**src/include/gpio_cfg.svh**
```systemverilog
// Register indices, field positions, reset values and bus answers of the
// four-port GPIO block. Byte address of a register is four times its index.
`ifndef GPIO_CFG_SVH
`define GPIO_CFG_SVH

`define PORT_A_PIN_IDX    6'h00
`define PORT_A_DIR_IDX    6'h01
`define PORT_A_LATCH_IDX  6'h02
`define PORT_B_PIN_IDX    6'h03
`define PORT_B_DIR_IDX    6'h04
`define PORT_B_LATCH_IDX  6'h05
`define PORT_C_PIN_IDX    6'h06
`define PORT_C_DIR_IDX    6'h07
`define PORT_C_LATCH_IDX  6'h08
`define PORT_D_PIN_IDX    6'h09
`define PORT_D_DIR_IDX    6'h0A
`define PORT_D_LATCH_IDX  6'h0B
`define CHIP_CONTROL_IDX  6'h35

`define PUD_BIT           4
`define DIR_RESET         8'h00
`define LATCH_RESET       8'h00
`define PUD_RESET         1'b0

`define RESP_OKAY         2'h0
`define RESP_SLVERR       2'h2

`endif

```
**src/include/gpio_pkg.sv**
```systemverilog
// Types shared by the four-port GPIO block.
// Assumes gpio_cfg.svh is compiled alongside for the numeric constants.
`default_nettype none
package gpio_pkg;
	typedef logic [7:0]      port_byte_t;
	typedef logic [3:0][7:0] port_set_t;
	typedef logic [5:0]      reg_idx_t;
endpackage : gpio_pkg
`default_nettype wire

```
**src/rtl/four_port_gpio_pullup.sv**
```systemverilog
// Four 8-bit GPIO ports with latch, direction and pin sample registers,
// plus a chip control register holding the global pull-up disable.
// Assumes an AXI4-Lite master on clock and pads that merge out/oe/pullup.
`timescale 1ns/1ps
`default_nettype none
`include "gpio_cfg.svh"

// How it works
// (RULE1) Global pull-up disable set forces every pull-up off.
// (RULE2) Pull-up on only for direction 0, latch 1, disable 0.
// (RULE3) Each port has an 8-bit read/write output latch, reset to zero.
// (RULE4) Each port has an 8-bit read/write direction register, reset zero.
// (RULE5) Each port has a pin level register returning synchronised pins.
// (RULE6) Control bit 4 is pull-up disable, resets zero; bits 3:2 read zero.
// (RULE7) Direction bit one enables the pin's output driver.
// (RULE8) Output pins carry latch bits; pins are sampled on the clock.
module four_port_gpio_pullup (
	input  wire logic              clock,
	input  wire logic              reset,
	input  wire logic              awvalid,
	output logic                   awready,
	input  wire logic [7:0]        awaddr,
	input  wire logic              wvalid,
	output logic                   wready,
	input  wire logic [31:0]       wdata,
	input  wire logic [3:0]        wstrb,
	output logic                   bvalid,
	input  wire logic              bready,
	output logic [1:0]             bresp,
	input  wire logic              arvalid,
	output logic                   arready,
	input  wire logic [7:0]        araddr,
	output logic                   rvalid,
	input  wire logic              rready,
	output logic [31:0]            rdata,
	output logic [1:0]             rresp,
	input  wire gpio_pkg::port_set_t pin_in,
	output gpio_pkg::port_set_t    pin_out,
	output gpio_pkg::port_set_t    pin_oe,
	output gpio_pkg::port_set_t    pullup_en
);

	localparam gpio_pkg::reg_idx_t PIN_IDX [4] = '{`PORT_A_PIN_IDX,
		`PORT_B_PIN_IDX, `PORT_C_PIN_IDX, `PORT_D_PIN_IDX};
	localparam gpio_pkg::reg_idx_t DIR_IDX [4] = '{`PORT_A_DIR_IDX,
		`PORT_B_DIR_IDX, `PORT_C_DIR_IDX, `PORT_D_DIR_IDX};
	localparam gpio_pkg::reg_idx_t LATCH_IDX [4] = '{`PORT_A_LATCH_IDX,
		`PORT_B_LATCH_IDX, `PORT_C_LATCH_IDX, `PORT_D_LATCH_IDX};

	logic                 awready_r;
	logic                 wready_r;
	logic                 bvalid_r;
	logic [1:0]           bresp_r;
	logic                 arready_r;
	logic                 rvalid_r;
	logic [31:0]          rdata_r;
	logic [1:0]           rresp_r;
	logic [7:0]           awaddr_r;
	logic [31:0]          wdata_r;
	logic                 wstrb0_r;
	logic                 wr_fire;
	gpio_pkg::reg_idx_t   wr_idx;
	gpio_pkg::reg_idx_t   rd_idx;
	logic                 wr_known;
	logic                 rd_known;
	logic [31:0]          rd_mux;
	logic                 pud_r;
	gpio_pkg::port_set_t  dir_r;
	gpio_pkg::port_set_t  latch_r;
	gpio_pkg::port_set_t  pin_meta_r;
	gpio_pkg::port_set_t  pin_sync_r;
	gpio_pkg::port_set_t  pullup_r;
	gpio_pkg::port_set_t  pullup_calc;

	assign awready   = awready_r;
	assign wready    = wready_r;
	assign bvalid    = bvalid_r;
	assign bresp     = bresp_r;
	assign arready   = arready_r;
	assign rvalid    = rvalid_r;
	assign rdata     = rdata_r;
	assign rresp     = rresp_r;
	// (RULE8) Latch drives pins
	assign pin_out   = latch_r;
	// (RULE7) Direction enables drivers
	assign pin_oe    = dir_r;
	assign pullup_en = pullup_r;

	assign wr_idx  = awaddr_r[7:2];
	assign rd_idx  = araddr[7:2];
	// Address and data are both held and no response is pending.
	// It is high for one clock per write, so each write lands only once.
	assign wr_fire = !awready_r && !wready_r && !bvalid_r;

	// Unmapped indices are answered with an error and change nothing.
	function automatic logic idx_known(input gpio_pkg::reg_idx_t idx);
		idx_known = (idx <= `PORT_D_LATCH_IDX) || (idx == `CHIP_CONTROL_IDX);
	endfunction : idx_known

	assign wr_known = idx_known(wr_idx);
	assign rd_known = idx_known(rd_idx);

	// Write address and data are taken independently, in either order.
	always_ff @(posedge clock) begin
		if (reset) begin
			awready_r <= 1'b1;
			awaddr_r  <= 8'h00;
		end else if (awvalid && awready_r) begin
			awready_r <= 1'b0;
			awaddr_r  <= awaddr;
		end else if (bvalid_r && bready) begin
			awready_r <= 1'b1;
		end
	end

	always_ff @(posedge clock) begin
		if (reset) begin
			wready_r <= 1'b1;
			wdata_r  <= 32'h00000000;
			wstrb0_r <= 1'b0;
		end else if (wvalid && wready_r) begin
			wready_r <= 1'b0;
			wdata_r  <= wdata;
			wstrb0_r <= wstrb[0];
		end else if (bvalid_r && bready) begin
			wready_r <= 1'b1;
		end
	end

	always_ff @(posedge clock) begin
		if (reset) begin
			bvalid_r <= 1'b0;
			bresp_r  <= `RESP_OKAY;
		end else if (wr_fire) begin
			bvalid_r <= 1'b1;
			bresp_r  <= wr_known ? `RESP_OKAY : `RESP_SLVERR;
		end else if (bvalid_r && bready) begin
			bvalid_r <= 1'b0;
		end
	end

	// Pull-up disable lives in byte lane 0 only.
	// (RULE6) Disable bit write
	always_ff @(posedge clock) begin
		if (reset) begin
			pud_r <= `PUD_RESET;
		end else if (wr_fire && wstrb0_r && wr_idx == `CHIP_CONTROL_IDX) begin
			pud_r <= wdata_r[`PUD_BIT];
		end
	end

	// Read mux: narrow registers sit in the low byte, upper bits read zero.
	always_comb begin
		rd_mux = 32'h00000000;
		for (int p = 0; p < 4; p++) begin
			// (RULE5) Pin levels read back
			if (rd_idx == PIN_IDX[p]) begin
				rd_mux[7:0] = pin_sync_r[p];
			end
			if (rd_idx == DIR_IDX[p]) begin
				rd_mux[7:0] = dir_r[p];
			end
			if (rd_idx == LATCH_IDX[p]) begin
				rd_mux[7:0] = latch_r[p];
			end
		end
		// (RULE6) Reserved bits zero
		if (rd_idx == `CHIP_CONTROL_IDX) begin
			rd_mux[`PUD_BIT] = pud_r;
		end
	end

	always_ff @(posedge clock) begin
		if (reset) begin
			arready_r <= 1'b1;
			rvalid_r  <= 1'b0;
			rdata_r   <= 32'h00000000;
			rresp_r   <= `RESP_OKAY;
		end else if (arvalid && arready_r) begin
			arready_r <= 1'b0;
			rvalid_r  <= 1'b1;
			rdata_r   <= rd_mux;
			rresp_r   <= rd_known ? `RESP_OKAY : `RESP_SLVERR;
		end else if (rvalid_r && rready) begin
			rvalid_r  <= 1'b0;
			arready_r <= 1'b1;
		end
	end

	generate
		for (genvar p = 0; p < 4; p++) begin : g_port
			// (RULE3) Latch write path
			always_ff @(posedge clock) begin
				if (reset) begin
					latch_r[p] <= `LATCH_RESET;
				end else if (wr_fire && wstrb0_r && wr_idx == LATCH_IDX[p]) begin
					latch_r[p] <= wdata_r[7:0];
				end
			end

			// (RULE4) Direction write path
			always_ff @(posedge clock) begin
				if (reset) begin
					dir_r[p] <= `DIR_RESET;
				end else if (wr_fire && wstrb0_r && wr_idx == DIR_IDX[p]) begin
					dir_r[p] <= wdata_r[7:0];
				end
			end

			// Pads are asynchronous: only the second stage feeds logic.
			// (RULE8) Two-stage pin sampling
			always_ff @(posedge clock) begin
				if (reset) begin
					pin_meta_r[p] <= 8'h00;
					pin_sync_r[p] <= 8'h00;
				end else begin
					pin_meta_r[p] <= pin_in[p];
					pin_sync_r[p] <= pin_meta_r[p];
				end
			end

			// (RULE2) Pull-up pair select
			assign pullup_calc[p] = ~dir_r[p] & latch_r[p] & {8{~pud_r}};

			// Registered so the pad control leaves a flip-flop; it lags a
			// register write by one clock, which the pads tolerate.
			// (RULE1) Global disable gating
			always_ff @(posedge clock) begin
				if (reset) begin
					pullup_r[p] <= 8'h00;
				end else begin
					pullup_r[p] <= pullup_calc[p];
				end
			end

		end
	endgenerate
endmodule : four_port_gpio_pullup
`default_nettype wire

```
**config.mk**
```make
export PLATFORM = sky130hd
export DESIGN_NAME = four_port_gpio_pullup
export DESIGN_NICKNAME = d
export VERILOG_FILES = /design/src/include/gpio_pkg.sv /design/src/rtl/four_port_gpio_pullup.sv
export VERILOG_INCLUDE_DIRS = /design/src /design/src/include
export SDC_FILE = /design/constraint.sdc
export NUM_CORES = 1
export LEC_CHECK = 0
export ABC_CLOCK_PERIOD_IN_PS = 2570
export BUFFER_PORTS_ARGS = -buffer_cell sky130_fd_sc_hd__clkbuf_2
export CAP_MARGIN = 15
export CORE_MARGIN = 2
export CORE_UTILIZATION = 51
export DETAILED_ROUTE_END_ITERATION = 8
export PLACE_DENSITY = 0.82
export SKIP_CTS_REPAIR_TIMING = 1
export SYNTH_ARGS = -nofsm -noshare
export SYNTH_HDL_FRONTEND = slang
export SYNTH_SLANG_ARGS = --single-unit
```
**constraint.sdc**
```tcl
create_clock -name clock -period 2.57 [get_ports clock]
set_clock_uncertainty 0.05 [all_clocks]
set_input_delay 0.257 -clock clock [delete_from_list [all_inputs] [get_ports clock]]
set_output_delay 0.257 -clock clock [all_outputs]
set_load 0.1 [all_outputs]
```
==> Word level (Yosys, flattened, before mapping) <==
Index checks and enable logic that the tools add are counted.
{ "classes": {"n_lt_le_gt_ge": 2, "eq_ne": 21, "muxes": 24, "n_bitwise": 13, "n_reduce_logical": 27} }
{ "ops": {"columns": ["op", "count"], "rows": [
  ["2-to-1 mux 8 bit", 12],
  ["bitwise AND 8 bit", 8],
  ["== test 6 x 3 -> 1 bit, second input constant", 7],
  ["== test 6 x 4 -> 1 bit, second input constant", 7],
  ["inverter 8 bit", 4],
  ["== test 6 x 2 -> 1 bit, second input constant", 3],
  ["logical AND 1 bit", 17],
  ["== test 6 x 1 -> 1 bit, second input constant", 2],
  ["== test 6 bit, second input constant", 2],
  ["<= comparator 6 x 4 -> 1 bit, second input constant", 2],
  ["2-to-1 mux 1 bit", 10],
  ["nonzero test 2 bit", 4],
  ["zero test 6 bit", 1],
  ["2-to-1 mux 2 bit", 2],
  ["zero test 1 bit", 3],
  ["logical OR 1 bit", 2],
  ["inverter 1 bit", 1]
]} }
{ "word_totals": {"ff_bits": 195, "inputBits": 91, "elab_cells": 119} }

==> Logic depth before layout (Yosys ltp) <==
Gate-level depths: netlist (run 1).
{ "depth": {"depth_word": 14, "ltp_mapped": 8, "depth_no_buf": 5} }

==> Worst setup path after synthesis (run 1) <==
OpenSTA, ideal clock, no wires.
{ "synth_path": {"path_type": "register -> register", "start": "register awready_r, in the netlist awready", "end": "register dir_r, in the netlist pin_oe[23]", "setup_ps": 128, "arrival_time_ps": 2245, "t_required_ps": 2392, "slack_ps": 148, "path_stages_with_launch": 9, "cell_sequence": "dfxtp_1 > buf_6 > or3_1 > buf_6 > nor3_4 > and3_1 > buf_6 > mux2i_1 > nor2_1"} }
{ "synth_via": {"elab_chain_len": 5} }
{ "synth_lines": {"columns": ["item", "line_no", "rtl"], "rows": [
  ["start: declaration", "four_port_gpio_pullup.sv:50", "logic awready_r;"],
  ["start signal: assignment", "four_port_gpio_pullup.sv:106", "awready_r <= 1'b1;"],
  ["start signal: assignment", "four_port_gpio_pullup.sv:109", "awready_r <= 1'b0;"],
  ["start signal: assignment", "four_port_gpio_pullup.sv:112", "awready_r <= 1'b1;"],
  ["zero test 1 bit", "four_port_gpio_pullup.sv:93", "assign wr_fire = !awready_r && !wready_r && !bvalid_r;"],
  ["logical AND 1 bit (2 in a row)", "four_port_gpio_pullup.sv:93", null],
  ["logical AND 1 bit (2 in a row)", "four_port_gpio_pullup.sv:205", "end else if (wr_fire && wstrb0_r && wr_idx == DIR_IDX[p]) begin"],
  ["end signal: indexed assignment", "four_port_gpio_pullup.sv:204", "dir_r[p] <= `DIR_RESET;"],
  ["end signal: indexed assignment", "four_port_gpio_pullup.sv:206", "dir_r[p] <= wdata_r[7:0];"],
  ["end: declaration", "four_port_gpio_pullup.sv:68", "gpio_pkg::port_set_t dir_r;"]
]} }
Every way passes these cells.
A chain may end at the register's enable or synchronous reset.

==> Worst setup path after layout (run 1) <==
{ "layout_path": {"start": "register bvalid_r, in the netlist bvalid", "end": "register dir_r, in the netlist pin_oe[16]"} }
{ "layout_via": {"elab_chain_len": 4} }
{ "layout_lines": {"columns": ["item", "line_no", "rtl"], "rows": [
  ["start: declaration", "four_port_gpio_pullup.sv:52", "logic bvalid_r;"],
  ["start signal: assignment", "four_port_gpio_pullup.sv:132", "bvalid_r <= 1'b0;"],
  ["start signal: assignment", "four_port_gpio_pullup.sv:135", "bvalid_r <= 1'b1;"],
  ["start signal: assignment", "four_port_gpio_pullup.sv:138", "bvalid_r <= 1'b0;"],
  ["zero test 1 bit", "four_port_gpio_pullup.sv:93", null],
  ["logical AND 1 bit", "four_port_gpio_pullup.sv:93", null],
  ["logical AND 1 bit (2 in a row)", "four_port_gpio_pullup.sv:205", null]
]} }
Every way passes these cells.

==> impl_metrics.tcl, run 1 <==
set metrics [dict create \
    antenna_left 0 \
    tightest_slew_ns 0.7236 \
    root_buffer "clkbuf_16" \
    clockBufferDepth 2 \
    syn-cell-area_mm2 0.007311 \
    first_global_vias 5034 \
    startpoint_type "flip-flop" \
    crit_arrival_ns 2.35 \
    nets 979 \
    wl_per_cell_um 17.00 \
    finalSetupViolCount 0 \
    max_cap_violations 0 \
    postSynthAreaPerCell_um2 10.20 \
    combPwrFrac_pct 9.7 \
    place_ws_ns 0.4861 \
    slew_headroom_pct 51.76 \
    detailroute.via_count 5726 \
    hold_start "pin_in[28]" \
    first_pass_iters 5 \
    p_int_mw 4.628 \
    power.density_mw_per_mm2 705.5 \
    reg2reg_to "pin_oe[16]" \
    row_count 43 \
    ys_types 49 \
    coreArea_mm2 0.01393 \
    pin_count 228 \
    drtIter0Drc 518 \
    ys_warn_count 0 \
    synth_edf_count 0 \
    irDropWorstVdd_mv 0.4951 \
    crit_family "simple AND/OR/NAND/NOR gates" \
    crit_path_end_kind "flip-flop" \
    clk_latency_ns 0.43 \
    die_y_um 123.7 \
    crit_buf_inv 0 \
    hold_viol 9 \
    synth_top_area_share_pct 52.30 \
    hold_end "pin_meta_r[28]" \
    grt_max_degree 123 \
    synth_top_cell_by_area "dfxtp_1" \
    dieArea_mm2 0.01531 \
    slowest_stage "and3_1" \
    reg2reg_from "bvalid" \
    cp.required_ns 2.81 \
    ys_ff_latch 191 \
    leakage_nw 3.937 \
    initial_core_util_pct 52.46 \
    fmax_ghz 0.4738 \
    grt_first_pass_wirelength_mm 27.19 \
    worst_slack_ns 0.4596 \
    violations "hold timing" \
    timing.hold.ws_ns -0.02005 \
    cp_slowest_stage_delay_ns 0.52 \
    async_reset_ff_share_pct 0 \
    synth_cells 717 \
    drive_gt1_share_pct 27.22 \
    synth-main-ff-cell "dfxtp_1" \
    drc 0 \
    cts.sinks 191 \
    die_w_um 123.7 \
    wl_mm 18.36 \
    period_needed_ns 2.110 \
    cts.clk_slew.worst_paths_ns 0.07 \
    r2r_cells 5 \
    port-buffer-count 170 \
    grt_overflow_total 0 \
    swShare_pct 26.15 \
    slew_violations 0 \
    switchingPower_mw 1.639 \
    totalNegativeSetupSlack_ns 0 \
    place_hpwl_mm 12.74 \
    hold_path_depth 2 \
    worstPathCellList "or3_1, nor3_4, and3_1, mux2i_1, nor2_1" \
    period_share_pct 82.12 \
    antenna_cells 0 \
    vias_per_cell 5.302 \
    regToRegSetupSlack_ns 0.46 \
    grt_usage_pct 23.93 \
    crit_start "bvalid" \
    netlist_top_cells_area "dfxtp_1 (52%), mux2i_1 (8.5%), nor2b_1 (5.6%)" \
    rsz0062_at_grt "false" \
    seqPwrFrac_pct 49.4 \
    yosysSeqAreaShare_pct 52.30 \
    fillers 1138 \
    gp_congestion 0.9398 \
    p_clk_share_pct 40.8 \
    worstSetupPathType "reg2reg" \
    worst-path-max-fanout 8 \
    area_growth_pct 21.51 \
    final_util_pct 63.75 \
    hold_path.class "in2reg" \
    cts_tree "done" \
    cts_max_level 4 \
    status "finished with violations" \
    antenna_found_initial 0 \
    cts_made_buffers 17 \
]
==> kinds of logic (layout without fill, tap and decap cells) <==
| logic type | Yosys count | in the layout | synth area share [%] |
|---|---|---|---|
| other cells | 1 | 26 | 0.05129 |
| simple gates | 275 | 275 | 20.06 |
| compound gates | 84 | 84 | 7.171 |
| buf+inv | 81 | 239 | 6.692 |
| mux | 85 | 85 | 13.73 |
| flops | 191 | 191 | 52.30 |
==> cell usage in the layout (no fill, tap or decap), types with 18 or more instances in the layout <==
cell type	n
dfxtp_1	191
clkbuf_2	169
nor2_1	68
nor2b_1	65
mux2i_1	62
nand2_1	50
a21oi_1	33
nor3b_1	32
conb_1	26
nand3_1	18
dlygate4sd3_1	18
==> area by class of cell <==
cell class | instances | area (um2) | area share, %
Clock buffer | 19 | 432.9 | 4.873
Clock inverter | 12 | 136.4 | 1.535
Inverter | 6 | 22.52 | 0.2535
Multi-Input combinational cell | 470 | 3092 | 34.80
Sequential cell | 191 | 3824 | 43.04
Tap cell | 180 | 225.2 | 2.535
Timing Repair Buffer | 202 | 1151 | 12.96
==> state kept, by name, indices dropped and copies added, names as in the netlist, 6 cells and up <==
name,cells
pin_sync_r,32
rdata,8
pullup_en,32
awaddr_r,6
pin_meta_r,32
pin_out,32
wdata_r,8
pin_oe,32
==> routing by layer <==
metal	part of all wire [%]	GRT usage, %	vias to the layer above	wire [um]
met5	0	0	-	0
met3	8.0	6.410	41	1467
li1	-	-	2739	-
met1	43	31.84	2696	7848
met2	47	36.92	250	8567
met4	2.6	9.943	0	478
==> worst register-to-register path, stage by stage, from the launching register on <==
cell,delay (ns)
dfxtp_1,0.35
or3_1,0.51
nor3_4,0.23
and3_1,0.52
mux2i_1,0.25
nor2_1,0.06
==> worst max-delay path by stage <==
stage | to | slack [ns] | depth (start not counted)
global placement | rdata[6] | 0.50 | 5
floorplan | pin_oe[23] | 0.15 | 8
global route | pin_oe[23] | 0.34 | 5
finish | pin_oe[16] | 0.46 | 5
CTS | pin_oe[16] | 0.47 | 5
detailed placement | rdata[6] | 0.49 | 5
==> power by group through the flow <==
stage          Sequential [mW]  Clock, mW  Combinational (mW)
3_3_place_gp              3.16          0               0.582
4_1_cts                   3.09       2.60               0.587
6_report                  3.10       2.56               0.610
2_1_floorplan             3.22          0               0.430
5_1_grt                   3.10       2.72               0.648
3_5_place_dp              3.16          0               0.586
==> cell usage after synthesis (3+ instances only) <==
cell,count
or3_1,7
nor2b_1,65
nand3b_1,4
buf_2,7
mux2i_1,62
nand2b_1,8
and3_1,3
buf_4,33
a211oi_1,4
nor2_1,68
inv_1,6
nand3_1,18
nand2_1,50
nor3_1,5
a21oi_1,33
mux4_2,11
mux2_2,12
clkbuf_1,27
buf_6,7
a221oi_1,3
nor4_1,3
nor3b_1,32
o211ai_1,4
o221ai_1,5
a21o_1,4
o21ai_0,14
dfxtp_1,191
o22ai_1,3
==> stage by stage <==
step           power [mW]  hold WS, ns  area, um2  instances
6_report            6.267     -0.02005       8884       1080
3_5_place_dp        3.748       0.3712       8134       1031
5_1_grt             6.469     0.003143       8884       1080
4_1_cts             6.282     -0.03610       8703       1062
3_3_place_gp        3.741       0.3680       8134       1031
2_1_floorplan       3.654       0.3352       7405        742
No activity file was read; power rests on OpenSTA's default activity.
==> run 2: changes to the inputs <==
ABC_AREA = 1   (was not set)
ABC_CLOCK_PERIOD_IN_PS = 1900   (was 2570)
CORE_UTILIZATION = 46   (was 51)
PLACE_DENSITY = 0.78   (was 0.82)
clock period = 1.9 ns   (was 2.57 ns; I/O delays follow)
==> impl_metrics.tcl, run 2 <==
set metrics [dict create \
    grt_max_degree 101 \
    gp_congestion 0.9140 \
    synth_cells 869 \
    first_pass_iters 5 \
    place_hpwl_mm 13.31 \
    crit_path_end_kind "flip-flop" \
    period_share_pct 92.69 \
    fin_area_mm2 0.009215 \
    die_w_um 129.4 \
    vias_per_cell 4.821 \
    totalNegativeSetupSlack_ns 0 \
    syn-cell-area_mm2 0.007234 \
    ys_types 34 \
    pin_count 228 \
    drtIter0Drc 569 \
    power.density_mw_per_mm2 948.8 \
    antenna_cells 0 \
    hold_start "rready" \
    total_power_mw 8.743 \
    cts.sinks 191 \
    status "finished with violations" \
    area_growth_pct 27.38 \
    hold_end "rvalid" \
    switchingPower_mw 2.275 \
    grt_usage_pct 22.15 \
    yosysMostFrequentCell "dfxtp_1" \
    routed.top_layer "met4" \
    fmax_ghz 0.5678 \
    synth-main-ff-cell "dfxtp_1" \
    crit_arrival_ns 2.07 \
    reg2reg_from "bvalid" \
    combPwrFrac_pct 9.8 \
    multi_input_area_mm2 0.002665 \
    hold_path.class "in2reg" \
    async_reset_ff_share_pct 0 \
    rsz0062_at_grt "false" \
    detailroute.via_count 6263 \
    wl_mm 18.98 \
    cts.clk_slew.worst_paths_ns 0.07 \
    m1WireLength_mm 8.061 \
    drive_gt1_share_pct 24.82 \
    root_buffer "clkbuf_16" \
    wl_met3_mm 1.393 \
    tightest_slew_ns 0.5808 \
    regToRegSetupSlack_ns 0.14 \
    cp.required_ns 2.21 \
    hold_path_depth 4 \
    synth_edf_count 0 \
    r2r_cells 7 \
    p_clk_share_pct 42.5 \
    wl_per_cell_um 14.61 \
    max_cap_violations 0 \
    irDropWorstVdd_mv 0.7027 \
    seqPwrFrac_pct 47.6 \
    swShare_pct 26.02 \
    initial_core_util_pct 47.41 \
    timing.hold.ws_ns -0.03061 \
    port-buffer-count 170 \
    die_y_um 129.4 \
    postSynthAreaPerCell_um2 8.325 \
    p_int_mw 6.469 \
    startpoint_type "flip-flop" \
    yosysSeqAreaShare_pct 52.85 \
    cts_made_buffers 17 \
    slew_headroom_pct 61.44 \
    clk_latency_ns 0.44 \
    slew_violations 0 \
    first_global_vias 5369 \
    synth_top_area_share_pct 52.85 \
    leakage_nw 4.154 \
    met2WireLength_mm 8.873 \
    cts_max_level 4 \
    cts_tree "done" \
    grt_overflow_total 0 \
    netlist_top_cells_area "dfxtp_1 (53%), nand2_1 (6.0%), nor2_1 (5.9%)" \
    antenna_left 0 \
    antenna_found_initial 0 \
    grt_first_pass_wirelength_mm 28.02 \
    row_count 45 \
    violations "hold timing" \
    layout_common_cells "dfxtp_1 (187), clkbuf_2 (169), nand2_1 (115)" \
    fillers 1312 \
    coreArea_mm2 0.01526 \
    synth_common_cells "dfxtp_1 (191), nand2_1 (115), nor2_1 (114), inv_1 (108), a21oi_1 (85)" \
    synth_top_cell_by_area "dfxtp_1" \
    dieArea_mm2 0.01675 \
    period_needed_ns 1.761 \
    worst-path-max-fanout 16 \
    finalSetupViolCount 0 \
    clockBufferDepth 2 \
    drc 0 \
    hold_viol 5 \
    ys_ff_latch 191 \
    reg2reg_to "pin_out[28]" \
    final_common_cell "dfxtp_1" \
    nets 1166 \
    regArea_mm2 0.003829 \
    place_area_mm2 0.008195 \
    ys_warn_count 0 \
    worstSetupPathType "reg2reg" \
]
## run 2: area by class of cell
cell class,instances,area share (%)
Inverter,122,4.983
Sequential cell,191,41.55
Timing Repair Buffer,221,14.85
Clock inverter,13,1.914
Clock buffer,19,4.915
Tap cell,211,2.865
Multi-Input combinational cell,522,28.92
## run 2: power by group through the flow
stage          Clock (mW)  Sequential, mW  Combinational (mW)
6_report             3.72            4.16               0.860
5_1_grt              3.91            4.17               0.919
4_1_cts              3.76            4.16               0.805
3_5_place_dp            0            4.25               0.802
3_3_place_gp            0            4.25               0.794
2_1_floorplan           0            4.35               0.543
## run 2: critical path, cell delays in order, from the launching register on
cell,delay [ns]
dfxtp_2,0.35
nor3_4,0.29
nand2_4,0.16
clkinv_2,0.11
nand4_4,0.14
nor2_4,0.32
o21ai_0,0.14
a21oi_1,0.13
## run 2: worst max-delay path by stage
stage | startpoint | to | slack [ns] | cells after the start
final | bvalid | pin_out[28] | 0.14 | 7
after global routing | bvalid | pin_oe[31] | 0.002 | 7
after CTS | bvalid | pin_out[18] | 0.09 | 7
after detailed placement | araddr[5] | rdata[5] | 0.11 | 12
after global placement | araddr[5] | rdata[2] | 0.16 | 12
after floorplan | pin_oe[6] | rdata[6] | 0.12 | 10
## run 2: per-layer routing
| metal | GRT usage (%) | vias up |
|---|---|---|
| met3 | 5.450 | 48 |
| li1 | - | 3148 |
| met5 | 0 | - |
| met2 | 35.88 | 272 |
| met1 | 28.25 | 2795 |
| met4 | 9.527 | 0 |
## run 2: cell families after synthesis
group | after synthesis | share of synthesized area (%)
compound gates | 180 | 13.96
buf+inv | 181 | 11.61
flops | 191 | 52.85
other cells | 1 | 0.05184
simple gates | 316 | 21.53
## run 2: metrics by stage
stage | hold slack, ns | utilization, % | std cells | setup WS [ns]
CTS | -0.1236 | 57.84 | 1263 | 0.09378
detailed placement | 0.3346 | 53.71 | 1231 | 0.1077
global route | 0.005960 | 60.39 | 1299 | 0.002474
finish | -0.03061 | 60.39 | 1299 | 0.1389
global placement | 0.3334 | 53.71 | 1231 | 0.1553
floorplan | 0.2470 | - | 894 | 0.1185
==> run 3: changes to the inputs <==
BUFFER_PORTS_ARGS = not set   (was -buffer_cell sky130_fd_sc_hd__clkbuf_2)
CORE_UTILIZATION = 56   (was 46)
DONT_BUFFER_PORTS = 1   (was not set)
PLACE_DENSITY = 0.76   (was 0.78)
REMOVE_ABC_BUFFERS = 1   (was not set)
==> impl_metrics.tcl, run 3 (synthesis gave the netlist of run 2 again) <==
set metrics [dict create \
    slew_headroom_pct 66.92 \
    status "finished, final reports clean" \
    detailroute.via_count 6534 \
    cts_max_level 4 \
    grt_overflow_total 0 \
    port-buffer-count 0 \
    tightest_slew_ns 0.4924 \
    grt_usage_pct 26.36 \
    placed_cells 1134 \
    top_usage_layer "met2" \
    nets 1141 \
    row_count 41 \
    gr-usage-met2_pct 43.39 \
    wl_per_cell_um 16.43 \
    clk_latency_ns 0.43 \
    cts.sinks 191 \
    first_pass_iters 6 \
    irDropWorstVdd_mv 0.8669 \
    slew_violations 0 \
    grtUsageMet3_pct 8.333 \
    crit_path_end_kind "flip-flop" \
    vias_per_cell 5.291 \
    final_util_pct 75.40 \
    cp.required_ns 2.19 \
    drive_gt1_share_pct 19.94 \
    pin_count 228 \
    clockBufferDepth 2 \
    startpoint_type "flip-flop" \
    worst-path-max-fanout 4 \
    total_power_mw 8.837 \
    dieArea_mm2 0.01384 \
    die_y_um 117.7 \
    area_growth_pct 31.53 \
    hold_path.class "in2reg" \
    first_global_vias 5700 \
    crit_top_cell "inv_2" \
    drc 0 \
    cp_slowest_stage_delay_ns 0.39 \
    worstSetupPathType "reg2reg" \
    drtIter0Drc 559 \
    antenna_left 0 \
    antenna_cells 0 \
    cts_made_buffers 17 \
    period_needed_ns 1.835 \
    cts.clk_slew.worst_paths_ns 0.07 \
    cts_tree "done" \
    power.density_mw_per_mm2 928.7 \
    timing.hold.ws_ns 0.006561 \
    wl_mm 20.29 \
    fmax_ghz 0.5451 \
    grt_max_degree 102 \
    regToRegSetupSlack_ns 0.07 \
    antenna_found_initial 0 \
    place_hpwl_mm 12.62 \
    fin_cells 1235 \
    layout_common_cells "dfxtp_1 (191), buf_4 (128), nand2_1 (115)" \
    worstPathCellList "inv_1, nor2_2, inv_2, nor2_1, inv_2, nor3_1, a21oi_1, a311oi_1" \
    initial_core_util_pct 57.33 \
    crit_arrival_ns 2.13 \
    fillers 877 \
    root_buffer "clkbuf_16" \
    max_cap_violations 0 \
    finalSetupViolCount 0 \
    leakage_nw 4.203 \
    period_share_pct 96.55 \
    use_met1_pct 31.76 \
    grt_first_pass_wirelength_mm 28.72 \
    slowest_stage "dfxtp_1" \
    gp_congestion 0.8968 \
    die_w_um 117.7 \
    coreArea_mm2 0.01262 \
    final_common_cell "dfxtp_1" \
    hold_viol 0 \
]
==> run 3: worst paths after layout <==
| kind | startpoint | endpoint | cells after the start |
|---|---|---|---|
| setup / recovery | awaddr_r[4] | pud_r | 8 |
| hold / removal | wdata[2] | wdata_r[2] | 2 |
| setup reg to reg | awaddr_r[4] | pud_r | 8 |
| hold reg to reg | pin_meta_r[12] | pin_sync_r[12] | 2 |
==> run 3: final cells by class <==
type	count	area, um2	share of cell area [%]
clock buffer	18	429.2	4.510
clock inverter	14	203.9	2.143
inverter	122	459.2	4.826
multi-input combinational	522	2665	28.01
sequential	191	3824	40.18
tap	172	215.2	2.262
timing repair buffer	196	1719	18.07
==> run 3: power by group <==
part	leakage (nW)	internal [mW]	switching [mW]
combinational	2.34	0.203	0.654
clock	0.311	2.23	1.59
sequential	1.56	4.11	0.0484
total	4.20	6.54	2.29
==> run 3: per-stage QoR <==
step	TNS, ns	setup slack [ns]	area [um2]
floorplan	-11.19	-0.1864	6948
global placement	0	0.1748	8129
detailed placement	0	0.1034	8129
CTS	0	0.05834	8762
global route	-0.08512	-0.08512	9515
finish	0	0.06548	9515
==> run 3: routing by layer <==
| layer | routed length [um] | part of all wire [%] |
|---|---|---|
| met2 | 10210 | 50 |
| met1 | 7900 | 39 |
| met3 | 1649 | 8.1 |
| met4 | 532 | 2.6 |
| met5 | 0 | 0 |
==> run 3: critical path, delay by kind of cell, from the launching register on <==
family / cells / cell delay, ns
and+or+nand+nor: 3 / 0.63
AOI/OAI and AO/OA: 2 / 0.38
buffers and inverters: 3 / 0.29
DFF: 1 / 0.39
